===== src/core/msc_consts.svh =====
// Bit positions, masks, reset values and cause codes of the machine state control block
`ifndef MSC_CONSTS_SVH
`define MSC_CONSTS_SVH

// Word bits in little-endian index order (index 31 is the leftmost bit)
`define MSC_MSW_RESET     32'h0000_0000
`define MSC_MSW_WRMASK    32'h7fff_9dff
`define MSC_KEEP_ON_TAKE  32'h0070_0000
`define MSC_ACC_MASK      32'h0000_00ff
`define MSC_SEM_HI        30
`define MSC_SEM_LO        24
`define MSC_SEMW_HI       31
`define MSC_CTX0          23
`define MSC_RC_HI         22
`define MSC_RC_LO         20
`define MSC_LP            19
`define MSC_WE            18
`define MSC_CTX1          17
`define MSC_UIE           16
`define MSC_EE            15
`define MSC_ME            12
`define MSC_CTX2          11
`define MSC_CTX3          10
`define MSC_IPE           8
`define MSC_ACC_HI        7
`define MSC_ACC_LO        0

// Check cause codes
`define MSC_MCS_IFETCH    3'h0
`define MSC_MCS_LOAD      3'h1
`define MSC_MCS_PSTORE    3'h2
`define MSC_MCS_ISTORE    3'h3
`define MSC_MCS_PROMOTED  1'h1
`define MSC_RC_OK         3'h0
`define MSC_CODE_ONEHOT0  8'h80

`endif


===== src/core/msc_pkg.sv =====
// Types shared by the machine state control modules
package msc_pkg;
  typedef enum logic [1:0] {
    MSC_TAKE_NONE = 2'b00,
    MSC_TAKE_MCHK = 2'b01,
    MSC_TAKE_CTRL = 2'b10,
    MSC_TAKE_EXT  = 2'b11
  } msc_take_t;

  typedef enum logic [1:0] {
    MSC_CTRL_PROG  = 2'b00,
    MSC_CTRL_ISI   = 2'b01,
    MSC_CTRL_ALIGN = 2'b10,
    MSC_CTRL_DSI   = 2'b11
  } msc_ctrl_t;
endpackage


===== src/core/msc_event_if.sv =====
// Carrier of service bus completion results between checker, arbiter and top
`timescale 1ns/1ps
`default_nettype none
interface msc_event_if;
  logic       mchk;
  logic [2:0] cause;
  logic       codeUpd;
  logic [2:0] code;
  logic [7:0] accSet;

  modport source (output mchk, output cause, output codeUpd, output code, output accSet);
  modport sink   (input mchk, input cause, input codeUpd, input code, input accSet);
endinterface
`default_nettype wire


===== src/core/msc_machine_state.sv =====
// Machine state word, its side effects, and the interrupt take or halt decision
//
// What this block does
// - Seven mask bits each mask bus return codes one to seven on data accesses.
// - Return code zero means success, never errors, but is still accumulated on data accesses.
// - Unmasked nonzero code on a data access raises a data machine check.
// - Masked nonzero code raises no exception.
// - Last-code field holds the code of the latest completed data access or failed fetch.
// - Nonzero code on an instruction fetch always raises an instruction check.
// - Fetches update the last-code field only when they fail.
// - In imprecise mode the last code is the last access to complete.
// - Taking an interrupt clears every field except last-code, which is exported, and a same-cycle completion's accumulator bit.
// - Four context bits drive the environment and do nothing inside.
// - Priority output is high when low-priority is clear or an event pends.
// - Wait-enable set and not halted means no fetch, wait state.
// - Any enabled asynchronous interrupt ends the wait state.
// - Unmaskable-enable set: controlled interrupts are taken normally.
// - Unmaskable-enable clear, check enabled: controlled interrupt taken as machine check.
// - Both enables clear: controlled interrupt halts as if taken.
// - External-enable set permits external and timer interrupts.
// - Check-enable clear: machine check halts as if taken.
// - Check-enable set: machine check taken first, cause valid at entry.
// - Wait-enable and low-priority bits are exported as status.
// - Accumulator bit per data or failed-fetch code; loaded by a word write, cleared by any interrupt or halt, a same-cycle completion still ORed in.
// - Imprecise-enable bit selects precise or imprecise error reporting.
`timescale 1ns/1ps
`default_nettype none
`include "msc_consts.svh"
module msc_machine_state (
  input  wire logic               clk,
  input  wire logic               reset,
  input  wire logic               mswWrEn,
  input  wire logic [31:0]        mswWrData,
  input  wire logic               busDone,
  input  wire logic [2:0]         busCode,
  input  wire logic               busIsFetch,
  input  wire logic               busIsStore,
  input  wire logic               extIrq,
  input  wire logic [2:0]         timerPend,
  input  wire logic               ctrlPend,
  input  wire msc_pkg::msc_ctrl_t ctrlKind,
  input  wire logic               resumeReq,
  output logic [31:0]             machineStateWord,
  output logic [2:0]              lastBusReturnCode,
  output logic [3:0]              contextBits,
  output logic                    lowPriorityRequest,
  output logic                    priorityOut,
  output logic                    waitStateOut,
  output logic                    haltedStatus,
  output logic                    impreciseEnable,
  output logic                    maskableEventPending,
  output logic                    irqTake,
  output msc_pkg::msc_take_t      irqKind,
  output logic [2:0]              checkCauseField
);
  import msc_pkg::*;

  logic [31:0] msw_r;
  logic [31:0] msw_nxt;
  logic        halted_r;
  logic        halted_nxt;
  logic        take_r;
  logic        take_nxt;
  msc_take_t   kind_r;
  msc_take_t   kind_nxt;
  logic [2:0]  cause_r;
  logic [2:0]  cause_nxt;
  logic        prio_r;
  logic        prio_nxt;
  logic        wait_r;
  logic        wait_nxt;
  logic        pend_r;
  logic        evtPend;
  logic        arbTake;
  logic        arbHalt;
  msc_take_t   arbKind;
  logic [2:0]  arbCause;
  logic        arbCauseValid;

  msc_event_if evIf ();

  msc_check_unit u_check (
    .busDone    (busDone),
    .busCode    (busCode),
    .busIsFetch (busIsFetch),
    .busIsStore (busIsStore),
    .imprecise_enable        (msw_r[`MSC_IPE]),
    .semBits    (msw_r[`MSC_SEMW_HI:`MSC_SEM_LO]),
    .ev         (evIf.source)
  );

  msc_arbiter u_arb (
    .ev         (evIf.sink),
    .halted     (halted_r),
    .ee         (msw_r[`MSC_EE]),
    .me         (msw_r[`MSC_ME]),
    .unmaskable_gate        (msw_r[`MSC_UIE]),
    .evtPend    (evtPend),
    .ctrlPend   (ctrlPend),
    .ctrlKind   (ctrlKind),
    .take       (arbTake),
    .halt       (arbHalt),
    .kind       (arbKind),
    .cause      (arbCause),
    .causeValid (arbCauseValid)
  );

  // Not gated by external-enable, only by the event sources themselves
  assign evtPend = extIrq || (|timerPend);

  always_comb begin
    msw_nxt    = msw_r;
    halted_nxt = halted_r;
    take_nxt   = 1'b0;
    kind_nxt   = MSC_TAKE_NONE;
    cause_nxt  = cause_r;
    if (halted_r && resumeReq) begin
      halted_nxt = 1'b0;
    end
    if (arbTake || arbHalt) begin
      // Halting leaves the same state as taking, minus the vector fetch
      msw_nxt    = msw_r & `MSC_KEEP_ON_TAKE;
      take_nxt   = arbTake;
      kind_nxt   = arbKind;
      halted_nxt = arbHalt || halted_nxt;
      if (arbCauseValid) begin
        cause_nxt = arbCause;
      end
    end else if (mswWrEn) begin
      msw_nxt = mswWrData & `MSC_MSW_WRMASK;
    end
    // Bus completion applied last so a same-cycle clear never loses it
    if (evIf.codeUpd) begin
      msw_nxt[`MSC_RC_HI:`MSC_RC_LO] = evIf.code;
    end
    msw_nxt[`MSC_ACC_HI:`MSC_ACC_LO] = msw_nxt[`MSC_ACC_HI:`MSC_ACC_LO] | evIf.accSet;
    prio_nxt = !msw_nxt[`MSC_LP] || evtPend;
    wait_nxt = msw_nxt[`MSC_WE] && !halted_nxt;
  end

  always_ff @(posedge clk) begin
    if (reset) begin
      msw_r    <= `MSC_MSW_RESET;
      halted_r <= 1'b0;
      take_r   <= 1'b0;
      kind_r   <= MSC_TAKE_NONE;
      cause_r  <= `MSC_MCS_IFETCH;
      prio_r   <= 1'b1;
      wait_r   <= 1'b0;
      pend_r   <= 1'b0;
    end else begin
      msw_r    <= msw_nxt;
      halted_r <= halted_nxt;
      take_r   <= take_nxt;
      kind_r   <= kind_nxt;
      cause_r  <= cause_nxt;
      prio_r   <= prio_nxt;
      wait_r   <= wait_nxt;
      pend_r   <= evtPend;
    end
  end

  assign machineStateWord     = msw_r;
  assign lastBusReturnCode    = msw_r[`MSC_RC_HI:`MSC_RC_LO];
  // Context bits only leave the block; nothing inside reads them
  assign contextBits          = {msw_r[`MSC_CTX0], msw_r[`MSC_CTX1],
                                 msw_r[`MSC_CTX2], msw_r[`MSC_CTX3]};
  assign lowPriorityRequest   = msw_r[`MSC_LP];
  assign priorityOut          = prio_r;
  assign waitStateOut         = wait_r;
  assign haltedStatus         = halted_r;
  assign impreciseEnable      = msw_r[`MSC_IPE];
  assign maskableEventPending = pend_r;
  assign irqTake              = take_r;
  assign irqKind              = kind_r;
  assign checkCauseField      = cause_r;

  // Checks

  logic semHit;
  assign semHit = |(msw_r[`MSC_SEMW_HI:`MSC_SEM_LO] & (`MSC_CODE_ONEHOT0 >> busCode));
endmodule
`default_nettype wire


===== src/core/msc_check_unit.sv =====
// Evaluates service bus return codes against the error mask
`timescale 1ns/1ps
`default_nettype none
`include "msc_consts.svh"
module msc_check_unit (
  input  wire logic       busDone,
  input  wire logic [2:0] busCode,
  input  wire logic       busIsFetch,
  input  wire logic       busIsStore,
  input  wire logic       imprecise_enable,
  input  wire logic [7:0] semBits,
  msc_event_if.source     ev
);
  import msc_pkg::*;

  logic nonzero;
  logic masked;

  function automatic logic [7:0] codeOneHot(input logic [2:0] c);
    return `MSC_CODE_ONEHOT0 >> c;
  endfunction

  always_comb begin
    nonzero    = busCode != `MSC_RC_OK;
    // Top bit of semBits is the reserved bit, never set, so code 0 is never masked
    masked     = |(semBits & codeOneHot(busCode));
    // Fetches only record on failure
    ev.codeUpd = busDone && (!busIsFetch || nonzero);
    ev.code    = busCode;
    ev.accSet  = ev.codeUpd ? codeOneHot(busCode) : 8'h00;
    ev.mchk    = busDone && nonzero && (busIsFetch || !masked);
    if (busIsFetch) begin
      ev.cause = `MSC_MCS_IFETCH;
    end else if (!busIsStore) begin
      ev.cause = `MSC_MCS_LOAD;
    end else if (imprecise_enable) begin
      ev.cause = `MSC_MCS_ISTORE;
    end else begin
      ev.cause = `MSC_MCS_PSTORE;
    end
  end
endmodule
`default_nettype wire


===== src/core/msc_arbiter.sv =====
// Decides between taking an interrupt, halting, or nothing
`timescale 1ns/1ps
`default_nettype none
`include "msc_consts.svh"
module msc_arbiter (
  msc_event_if.sink            ev,
  input  wire logic            halted,
  input  wire logic            ee,
  input  wire logic            me,
  input  wire logic            unmaskable_gate,
  input  wire logic            evtPend,
  input  wire logic            ctrlPend,
  input  wire msc_pkg::msc_ctrl_t ctrlKind,
  output logic                 take,
  output logic                 halt,
  output msc_pkg::msc_take_t   kind,
  output logic [2:0]           cause,
  output logic                 causeValid
);
  import msc_pkg::*;

  always_comb begin
    take       = 1'b0;
    halt       = 1'b0;
    kind       = MSC_TAKE_NONE;
    cause      = ev.cause;
    causeValid = 1'b0;
    if (!halted) begin
      if (ev.mchk) begin
        causeValid = 1'b1;
        take       = me;
        halt       = !me;
        kind       = me ? MSC_TAKE_MCHK : MSC_TAKE_NONE;
      end else if (ctrlPend) begin
        if (unmaskable_gate) begin
          take = 1'b1;
          kind = MSC_TAKE_CTRL;
        end else begin
          cause      = {`MSC_MCS_PROMOTED, ctrlKind};
          causeValid = 1'b1;
          take       = me;
          halt       = !me;
          kind       = me ? MSC_TAKE_MCHK : MSC_TAKE_NONE;
        end
      end else if (ee && evtPend) begin
        // Async interrupt also ends the wait state
        take = 1'b1;
        kind = MSC_TAKE_EXT;
      end
    end
  end
endmodule
`default_nettype wire


===== config.mk =====
export PLATFORM = sky130hd
export DESIGN_NAME = msc_machine_state
export DESIGN_NICKNAME = d
export VERILOG_FILES = /design/src/core/msc_pkg.sv /design/src/core/msc_event_if.sv /design/src/core/msc_machine_state.sv /design/src/core/msc_check_unit.sv /design/src/core/msc_arbiter.sv
export VERILOG_INCLUDE_DIRS = /design/src /design/src/core
export SDC_FILE = /design/constraint.sdc
export NUM_CORES = 1
export LEC_CHECK = 0
export BUFFER_PORTS_ARGS = -buffer_cell sky130_fd_sc_hd__buf_4
export CAP_MARGIN = 40
export CORE_MARGIN = 2
export CORE_UTILIZATION = 23
export CTS_BUF_LIST = sky130_fd_sc_hd__clkbuf_8
export DETAILED_ROUTE_END_ITERATION = 7
export HOLD_SLACK_MARGIN = 0.12
export RECOVER_POWER = 100
export SLEW_MARGIN = 20
export SYNTH_ARGS = -nofsm -noshare
export SYNTH_HDL_FRONTEND = slang
export SYNTH_HIERARCHICAL = 1
export SYNTH_SLANG_ARGS = --single-unit

===== constraint.sdc =====
create_clock -name clk -period 2.8 [get_ports clk]
set_input_delay 0.14 -clock clk [delete_from_list [all_inputs] [get_ports clk]]
set_output_delay 0.14 -clock clk [all_outputs]
set_load 0.005 [all_outputs]

[Word-level counts from Yosys, hierarchy flattened]
Cells that the tools add are included.
Widths: inputs -> output; s select.
Cells by class
  equal/unequal tests: 1
  shift-type cells: 1
  multiplexer cells: 31
  bitwise gates (word level): 3
  reductions and logical operators: 26
Operator list (number)
  $mux 23: 2
  $mux 3: 7
  $mux 1: 17
  $and 7x8->8: 1
  $mux 2: 4
  $mux 8: 1
  $or 8x8->8: 1
  $reduce_or 8->1: 1
  $shr 8x3->8 const A: 1
  $logic_and 1x1->1: 6
  $logic_or 1x1->1: 6
  $reduce_or 3->1: 2
  $logic_not 1->1: 5
  $reduce_and 2->1: 2
  $reduce_or 2->1: 2
  $reduce_bool 3->1: 1
  $ne 2x2->1 const B: 1
  $reduce_bool 2->1: 1
  $not 1->1: 1
Word-level totals
  register bits: 38
  input bits: 49
  output and inout bits: 51
  word-level logic and storage cells: 72

[Longest topological paths before layout]
Gate-level depths: netlist of run 1.
  depth after elaboration: 12
  mapped depth: 10
  mapped depth without buffers: 9

[By module]
Netlist of run 1, hierarchy kept.
By module, submodules not included
  msc_machine_state: instances 1, cells each 151, area each 1510.2 sq um, sequential area each 760.7 sq um
  msc_check_unit: instances 1, cells each 30, area each 198.9 sq um, sequential area each 0.0 sq um
  msc_arbiter: instances 1, cells each 18, area each 125.1 sq um, sequential area each 0.0 sq um

[Worst setup path after synthesis of run 1]
OpenSTA, ideal clock, no wires.
  kind: register -> register
  start point: register msw_r[28], in the netlist machineStateWord[28]
  end point: register prio_r, in the netlist priorityOut
  setup time: 0.134 ns
  data arrival time: 2.131 ns
  data required time: 2.666 ns
  path slack: 0.535 ns
  stages on the path, launching flop included: 10
  path buffers: 1
  clock period less this slack: 2.265 ns
  cell sequence: dfxtp_1 mux4_1 nor2b_1 o311a_1 nor2_1 o21a_1 or3_1 buf_6 nor2_1 nand2_1
Between the ends
  word-level cells in the longest chain between the ends: 11
  elaborated cells between the ends (all ways): 13
  those cells by class: 5 x mux; 1 x bitwise; 7 x reduce/logical
RTL lines
  start, declared: RTL line msc_machine_state.sv:58  | logic [31:0] msw_r;
  start signal, assigned: RTL line msc_machine_state.sv:143  | msw_r <= `MSC_MSW_RESET;
  start signal, assigned: RTL line msc_machine_state.sv:152  | msw_r <= msw_nxt;
  $and 7x8->8: RTL line msc_check_unit.sv:26  | masked = |(semBits & codeOneHot(busCode));
  $reduce_or 8->1: RTL line msc_check_unit.sv:26
  $logic_not 1->1: RTL line msc_check_unit.sv:31  | ev.mchk = busDone && nonzero && (busIsFetch || !masked);
  $logic_or 1x1->1: RTL line msc_check_unit.sv:31
  $logic_and 1x1->1: RTL line msc_check_unit.sv:31
  net evIf.mchk: RTL line msc_event_if.sv:5  | logic mchk;
  $mux 1: RTL line msc_arbiter.sv:29  | if (ev.mchk) begin
  $mux 1: RTL line msc_arbiter.sv:28  | if (!halted) begin
  net arbTake: RTL line msc_machine_state.sv:74  | logic arbTake;
  $logic_or 1x1->1: RTL line msc_machine_state.sv:120  | if (arbTake || arbHalt) begin
  $mux 23: RTL line msc_machine_state.sv:120
  $logic_not 1->1: RTL line msc_machine_state.sv:137  | prio_nxt = !msw_nxt[`MSC_LP] || evtPend;
  $logic_or 1x1->1: RTL line msc_machine_state.sv:137
  end signal, assigned: RTL line msc_machine_state.sv:157  | prio_r <= prio_nxt;
  end, declared: RTL line msc_machine_state.sv:68  | logic prio_r;
The timed path passes the listed nets, and every way through them passes these cells. The select of a mux whose other input is x is not followed.
A chain may end at the register's enable or synchronous reset.

[Worst setup path in the final report of run 1]
  start point: register msw_r[28], in the netlist machineStateWord[28]
  end point: register cause_r[1], in the netlist checkCauseField[1]
Between the ends
  word-level cells in the longest chain between the ends: 9
  elaborated cells between the ends (all ways): 15
  those cells by class: 8 x mux; 1 x bitwise; 6 x reduce/logical
RTL lines
  $and 7x8->8: RTL line msc_check_unit.sv:26
  $reduce_or 8->1: RTL line msc_check_unit.sv:26
  $logic_not 1->1: RTL line msc_check_unit.sv:31
  $logic_or 1x1->1: RTL line msc_check_unit.sv:31
  $logic_and 1x1->1: RTL line msc_check_unit.sv:31
  net evIf.mchk: RTL line msc_event_if.sv:5
  $mux 1: RTL line msc_arbiter.sv:29
  $mux 1: RTL line msc_arbiter.sv:28
  net arbTake: RTL line msc_machine_state.sv:74
  $logic_or 1x1->1: RTL line msc_machine_state.sv:120
  $reduce_and 2->1 (no line)
  end signal, assigned: RTL line msc_machine_state.sv:147  | cause_r <= `MSC_MCS_IFETCH;
  end signal, assigned: RTL line msc_machine_state.sv:156  | cause_r <= cause_nxt;
  end, declared: RTL line msc_machine_state.sv:66  | logic [2:0] cause_r;
The timed path passes the listed nets, and every way through them passes these cells.

==> impl_results.md, run 1 <==
- Post-cts gate resize count: 0
- Aggregate routed wire length: 4.95 mm
- Period utilisation layout: 93.0%
- Hold Violations, Final: 0
- Startpoint Class: register
- Critical path buffers and inverters: 0
- Slowest stage cell, crit path: o21ai_0
- Top achievable clock speed: 0.384 GHz
- Clock tree from TritonCTS: done
- Final estimated routing congestion in global placement: 0.813
- Cell at the root of the clock tree: clkbuf_8
- Wire length of the first global-routing pass: 7.51 mm
- Final Net Count: 346
- Crit Reg-Reg Endpoint: checkCauseField[1]$_SDFFE_PP0P_
- Peak supply drop: 0.185 mV
- Initial detailed-routing violation count: 40
- Most used standard cell by instance count after synthesis: nor2_1
- Data arrival at the endpoint of the critical path: 2.78 ns
- DIE HEIGHT: 93.3 um
- Static leakage: 1.28 nW
- Dominant delay contributor by cell family on the critical path: compound AO/OA/AOI/OAI gates
- Remaining Overflow, GRT: 0
- Post-synth EDFFs: 0
- Mean instance size in the synthesized netlist: 9.22 sq um
- Crit. End Element: register
- Most used cell, CP: nor2_1
- Antenna violations before repair: 0
- Number of cells after detailed placement: 373
- Share of the synthesized area in the top cell type: 41.5%
- Yosys synthesis warning count: 6
- Area of the die: 8710 sq um
- Instance count along the most critical hold path: 3
- Power density over cell area: 462 nW/um^2
- Share of synthesized registers carrying an async set or reset: 0%
- Depth of the critical timing path with buffers and inverters included: 8
- Ant diodes: 0
- Distinct cell type count after synthesis: 34
- DRC violation count after routing: 0
- Signed area change from the synthesized netlist to the final layout: 50.1%
- Via Count: 1,683
- Skew-Pair Late Insertion Delay: 0.29 ns
- Met2 track utilization from global routing: 20.1%
- Category of the most critical setup path: register to register
- Multi-input logic area: 870 sq um
- Max Root-Sink Buffers: 2
- Final setup violation count: 0
- Dominant synthesized flop cell: dfxtp_1
- Starting utilization of the core area: 23.7%
- Setup TNS: 0 ns
- Post-layout worst setup margin: 0.196 ns
- Fraction of layout instances using a drive strength above 1: 37.9%
- Number of register bits inferred by synthesis: 38
- Count of final max-slew check failures: 0
- Core Area: 7730 sq um
- Launch instance of the worst min-delay path: mswWrData[18]
- Launch point of the worst reg-to-reg path: machineStateWord[28]$_SDFFE_PP0P_
- RSZ-0062 raised after global routing: no
- Post-detailed-route via-to-cell ratio: 4.21
- Grt met1 use: 12.9%
- Worst reg-to-reg path cell count: 8
- Run status: completed
- Num CTS Buffers: 5
- Synth top area cells: dfxtp_1 (41%), mux2i_1 (11%), nor2_1 (8.0%)
- DPL Wire Length: 3.64 mm
- # clock sinks: 38
- Maximum fanout encountered on the critical timing path: 5
- Horiz. Die Dim: 93.3 um
- Deepest level of the CTS H-tree: 2
- Setup slack at placement: 0.208 ns
- Final clock skew: 0.00847 ns
- Critical path, cell by cell: mux4_1 -> nor2b_1 -> o311a_1 -> nor2_1 -> o21a_1 -> o21ai_0 -> mux2i_1 -> nor2_1
- Vias in the first global route: 1,551
- Maximum Capacitance Violations: 0
- Antenna Nets Post-Route: 0
- Layer with the highest usage after global routing: met2
- R2r setup slk: 0.20 ns
- Cell taking the most area after synthesis: dfxtp_1
- Number of iterations in the first detailed-routing pass: 4
- Actual slew at the worst max-slew pin: 0.624 ns
- Average routed wire per standard cell: 12.4 um
- Slew margin rel.: 58.0%
- Worst min path class: input pin to register
- Top-level I/O count: 100
- Reg area: 761 sq um
- Overall routing resource usage: 11.2%
- Cell Rows: 32
- Number of port buffers: 91
- Critical path's largest stage delay: 0.52 ns
- Synth top cells by count: nor2_1 (39), dfxtp_1 (38), mux2i_1 (20)
- Met3 GRT Util: 3.06%
- Maximum number of pins on one net before global-route repair: 30
- Shortest clock period the worst path allows after layout: 2.60 ns
- Filler-free cell count of the finished design: 400
- Synth Instances: 199
- Number of fill cells: 806
- Critical path required time: 2.98 ns
- Clk pin slew, worst setup/hold paths: 0.08 ns
- Fraction of the yosys area taken by sequential cells: 41.5%
- End point of the worst hold path: machineStateWord[18]$_SDFF_PP0_
- Total power after layout: 1.27 mW
- Post-Synthesis Cell Area: 1830 sq um
-- metrics by stage --
step | util, % | hold slack [ns] | area [sq um]
floorplan | - | 0.254 | 1850
global placement | 32.2 | 0.357 | 2490
detailed placement | 32.2 | 0.359 | 2490
CTS | 35.9 | 0.127 | 2770
global route | 35.6 | 0.148 | 2750
finish | 35.6 | 0.125 | 2750
-- layer usage --
layer | share of wire (%) | vias to the layer above
li1 | - | 850
met1 | 43 | 772
met2 | 50 | 57
met3 | 6.0 | 4
met4 | 0.63 | 0
met5 | 0 | -
-- layout by cell type, fill, tap and decap left out, types with 2 or more instances in the layout --
| cell | n |
|---|---|
| clkbuf_4 | 45 |
| buf_4 | 44 |
| nor2_1 | 39 |
| dfxtp_1 | 38 |
| mux2i_1 | 20 |
| dlygate4sd3_1 | 19 |
| a21oi_1 | 12 |
| mux2_2 | 11 |
| inv_1 | 8 |
| nand2_1 | 8 |
| clkbuf_8 | 6 |
| conb_1 | 5 |
| a221oi_1 | 4 |
| clkbuf_1 | 4 |
| a31oi_1 | 3 |
| nor2b_1 | 3 |
| nor3b_1 | 3 |
| o21a_1 | 3 |
| nor3_1 | 3 |
| or3_1 | 2 |
| o21ai_0 | 2 |
| nand2b_1 | 2 |
-- worst register-to-register path, delay by kind of cell, from the launching register on --
kind             cells  cell delay [ns]
AO/OA/AOI/OAI        3             1.07
flip-flops           1             0.33
multiplexers         2             0.76
AND/OR/NAND/NOR      3             0.33
-- cell families after synthesis --
group	synth area share, %
and+or+nand+nor	18.8
other	0.409
muxes	19.1
DFF	41.5
buffers and inverters	11.7
AOI/OAI and AO/OA	8.53
-- registers in the layout, indices dropped and copies added (netlist names) --
name,flops
machineStateWord,28
checkCauseField,3
irqKind,2
haltedStatus,1
irqTake,1
maskableEventPending,1
priorityOut,1
waitStateOut,1
-- how the worst max path moves through the flow --
stage	from	end	slack [ns]
detailed placement	busCode[1]	checkCauseField[1]$_SDFFE_PP0P_	0.21
CTS	machineStateWord[28]$_SDFFE_PP0P_	checkCauseField[1]$_SDFFE_PP0P_	0.20
finish	machineStateWord[28]$_SDFFE_PP0P_	checkCauseField[1]$_SDFFE_PP0P_	0.20
global route	machineStateWord[28]$_SDFFE_PP0P_	checkCauseField[0]$_SDFFE_PP0P_	0.06
global placement	busCode[1]	checkCauseField[1]$_SDFFE_PP0P_	0.20
floorplan	machineStateWord[28]$_SDFFE_PP0P_	priorityOut$_SDFF_PP1_	0.54
-- final cells by class --
class	instances	area share, %
Timing Repair Buffer	113	31.9
Clock inverter	2	0.318
Clock buffer	6	3.00
Sequential cell	38	27.6
Multi-Input combinational cell	132	31.6
Inverter	7	0.954
Tap cell	102	4.63
-- power by group --
group          internal, mW  total [mW]  switching, mW
Combinational         0.163       0.285          0.123
Sequential            0.572       0.596         0.0238
Clock                 0.195       0.390          0.195
Total                 0.930        1.27          0.342
-- timing repair --
| action | in CTS | in global routing |
|---|---|---|
| setup buffers | 0 | 0 |
| endpoints found under the hold margin | 17 | 0 |
| hold buffers | 19 | 0 |
(Power assumes the default switching activity.)
==> run 2, diff against run 1 <==
- CORE_UTILIZATION: 23 -> 46
- PLACE_DENSITY: not set -> 0.82
==> run 2 against run 1 <==
Die area is 48% lower. First-iteration DRC count grew 68%. Worst hold slack improved by 0.033 ns. Count of clock-buffer cells in the layout decreased by 1. Register-to-register slack gained 0.13 ns. Sequential power about the same. Via count up 0.24%. Clock skew shrank 0.0042 ns. Largest cell class is now multi-input gates. Total power decreased by 4.1%. Utilization up 35 points. Critical path type unchanged. Critical path depth stayed put.
==> impl_results.md, run 2 (synthesis results as in run 1) <==
- Antenna Nets Post-Route: 0 (unchanged)
- Vias in the first global route: 1,583 (+2.1%)
- Worst min path class: input pin to register
- Final clock skew: 0.00428 ns (-0.00419 ns)
- Number of cells after detailed placement: 318 (-15%)
- Power density over cell area: 460 nW/um^2 (-0.41%)
- Hold Violations, Final: 0 (unchanged)
- Part of the total power dissipated in sequential elements: 48.9% (+2.0 points)
- Final setup violation count: 0 (unchanged)
- DIE HEIGHT: 67.1 um (-28%)
- Skew-Pair Late Insertion Delay: 0.29 ns (about the same)
- Instance count along the most critical hold path: 3 (unchanged)
- Remaining Overflow, GRT: 0 (unchanged)
- Number of port buffers: 91 (unchanged)
- Cell at the root of the clock tree: clkbuf_8
- Run status: completed
- Aggregate routed wire length: 4.56 mm (-7.8%)
- Average routed wire per standard cell: 13.3 um (+7.5%)
- Starting utilization of the core area: 49.0% (+25 points)
- Cell Rows: 22 (-31%)
- Category of the most critical setup path: register to register
- Internal: 897 uW (-3.5%)
- Horiz. Die Dim: 67.1 um (-28%)
- Static leakage: 1.25 nW (-2.3%)
- Flip-flop count of the largest register, all copies and words added: 28 (unchanged)
- Count of final max-slew check failures: 0 (unchanged)
- Core Area: 3740 sq um (-52%)
- Ant diodes: 0 (unchanged)
- Period utilisation layout: 88.4% (-4.6 points)
- Maximum number of pins on one net before global-route repair: 30 (unchanged)
- Net Switching: 322 uW (-5.8%)
- Signed area change from the synthesized netlist to the final layout: 44.5%
- Area of the die: 4510 sq um (-48%)
- Post-layout worst setup margin: 0.324 ns (+0.128 ns)
- Max Root-Sink Buffers: 2 (unchanged)
- Final Core Density: 70.8% (+35 points)
- Number of iterations in the first detailed-routing pass: 4 (unchanged)
- Final estimated routing congestion in global placement: 0.798 (-1.8%)
- Final Net Count: 344 (-0.58%)
- Wire length of the first global-routing pass: 7.14 mm (-5.0%)
- DRC violation count after routing: 0 (unchanged)
- Maximum Capacitance Violations: 0 (unchanged)
- Clock tree from TritonCTS: done
- Deepest level of the CTS H-tree: 2 (unchanged)
- Post-detailed-route via-to-cell ratio: 4.92 (+17%)
- Shortest clock period the worst path allows after layout: 2.48 ns (-0.128 ns)
- Critical path required time: 3.02 ns (+0.04 ns)
- Fraction of layout instances using a drive strength above 1: 36.3% (-1.6 points)
- Num CTS Buffers: 5 (unchanged)
- Startpoint Class: register
- Crit. End Element: register
- Via Count: 1,687 (+0.24%)
- Setup TNS: 0 ns (unchanged)
- DPL Wire Length: 3.13 mm (-14%)
- Net Sw Frac: 26.4% (-0.46 points)
- Antenna violations before repair: 0 (unchanged)
- Number of fill cells: 327 (-59%)
- Clk pin slew, worst setup/hold paths: 0.07 ns (about the same)
- Top-level I/O count: 100 (unchanged)
- Instance area after placement: 2410 sq um (-3.0%)
- # clock sinks: 38 (unchanged)
- RSZ-0062 raised after global routing: no
- Data arrival at the endpoint of the critical path: 2.70 ns (-0.08 ns)
- Filler-free cell count of the finished design: 343 (-14%)
- Setup slack at placement: 0.0680 ns (-0.140 ns)
- Commonest non-fill, non-tap cells in the layout: buf_4 (44), clkbuf_4 (41), nor2_1 (39)
- Initial detailed-routing violation count: 67 (+68%)
- Portion of total power attributed to the clock network: 28.0% (-2.7 points)
- Comb power frac: 23.2% (+0.8 points)
- Cell area after layout: 2650 sq um (-3.7%)
- Most common library cell in the layout ignoring fill and taps: buf_4
- Top achievable clock speed: 0.404 GHz (+5.2%)
- Overall routing resource usage: 21.6% (+10 points)
- Worst reg-to-reg path cell count: 8 (unchanged)
- Peak supply drop: 0.285 mV (+54%)
- Maximum fanout encountered on the critical timing path: 14 (+9)
==> run 2: power by group through the flow <==
stage	clock network [mW]	registers, mW	logic (mW)
finish	0.341	0.596	0.283
global route	0.372	0.600	0.313
CTS	0.346	0.596	0.289
detailed placement	0	0.608	0.266
global placement	0	0.607	0.262
floorplan	0	0.608	0.155
==> run 2: per-stage QoR <==
step / total power [mW] / hold WS [ns]
after detailed placement: 0.875 / 0.357
after CTS: 1.23 / 0.154
after global routing: 1.28 / 0.177
final: 1.22 / 0.158
after floorplan: 0.763 / 0.254
after global placement: 0.869 / 0.352
==> run 2: layer usage <==
layer,track usage (%),wire [um]
met5,0,0
met4,11.5,106
met3,6.33,339
met2,38.1,2300
met1,23.3,1820
==> run 2: critical path, stage by stage, from the launching register on <==
cell and delay [ns]:
dfxtp_1 0.33, mux4_1 0.49, nor2b_1 0.12, o311a_1 0.30
nor2_1 0.12, o21a_1 0.25, or3_1 0.44, buf_4 0.22
nor2_1 0.13
==> run 2: layout make-up <==
class / instances / area (sq um) / share of cell area [%]
flip-flops and latches: 38 / 761 / 28.7
well taps: 48 / 60.1 / 2.27
repair buffers: 111 / 848 / 32.0
clock buffers: 5 / 68.8 / 2.60
inverters: 7 / 26.3 / 0.991
multi-input cells: 132 / 880 / 33.2
clock inverters: 2 / 7.51 / 0.283
==> run 2: path summary, 6_finish.rpt <==
path	slack (ns)	end	from
max	0.32	machineStateWord[30]$_SDFFE_PP0P_	machineStateWord[30]$_SDFFE_PP0P_
min	0.16	machineStateWord[19]$_SDFF_PP0_	mswWrData[19]
max reg2reg	0.32	machineStateWord[30]$_SDFFE_PP0P_	machineStateWord[30]$_SDFFE_PP0P_
min reg2reg	0.49	machineStateWord[22]$_SDFFE_PP0P_	machineStateWord[22]$_SDFFE_PP0P_
==> run 2: timing repair <==
action | CTS | global route
pin swaps | 0 | 0
buffers inserted | 0 | 0
hold endpoints to repair | 18 | 0
hold buffers | 18 | 0
gates resized for setup | 1 | 2
setup endpoints to repair | 1 | 1
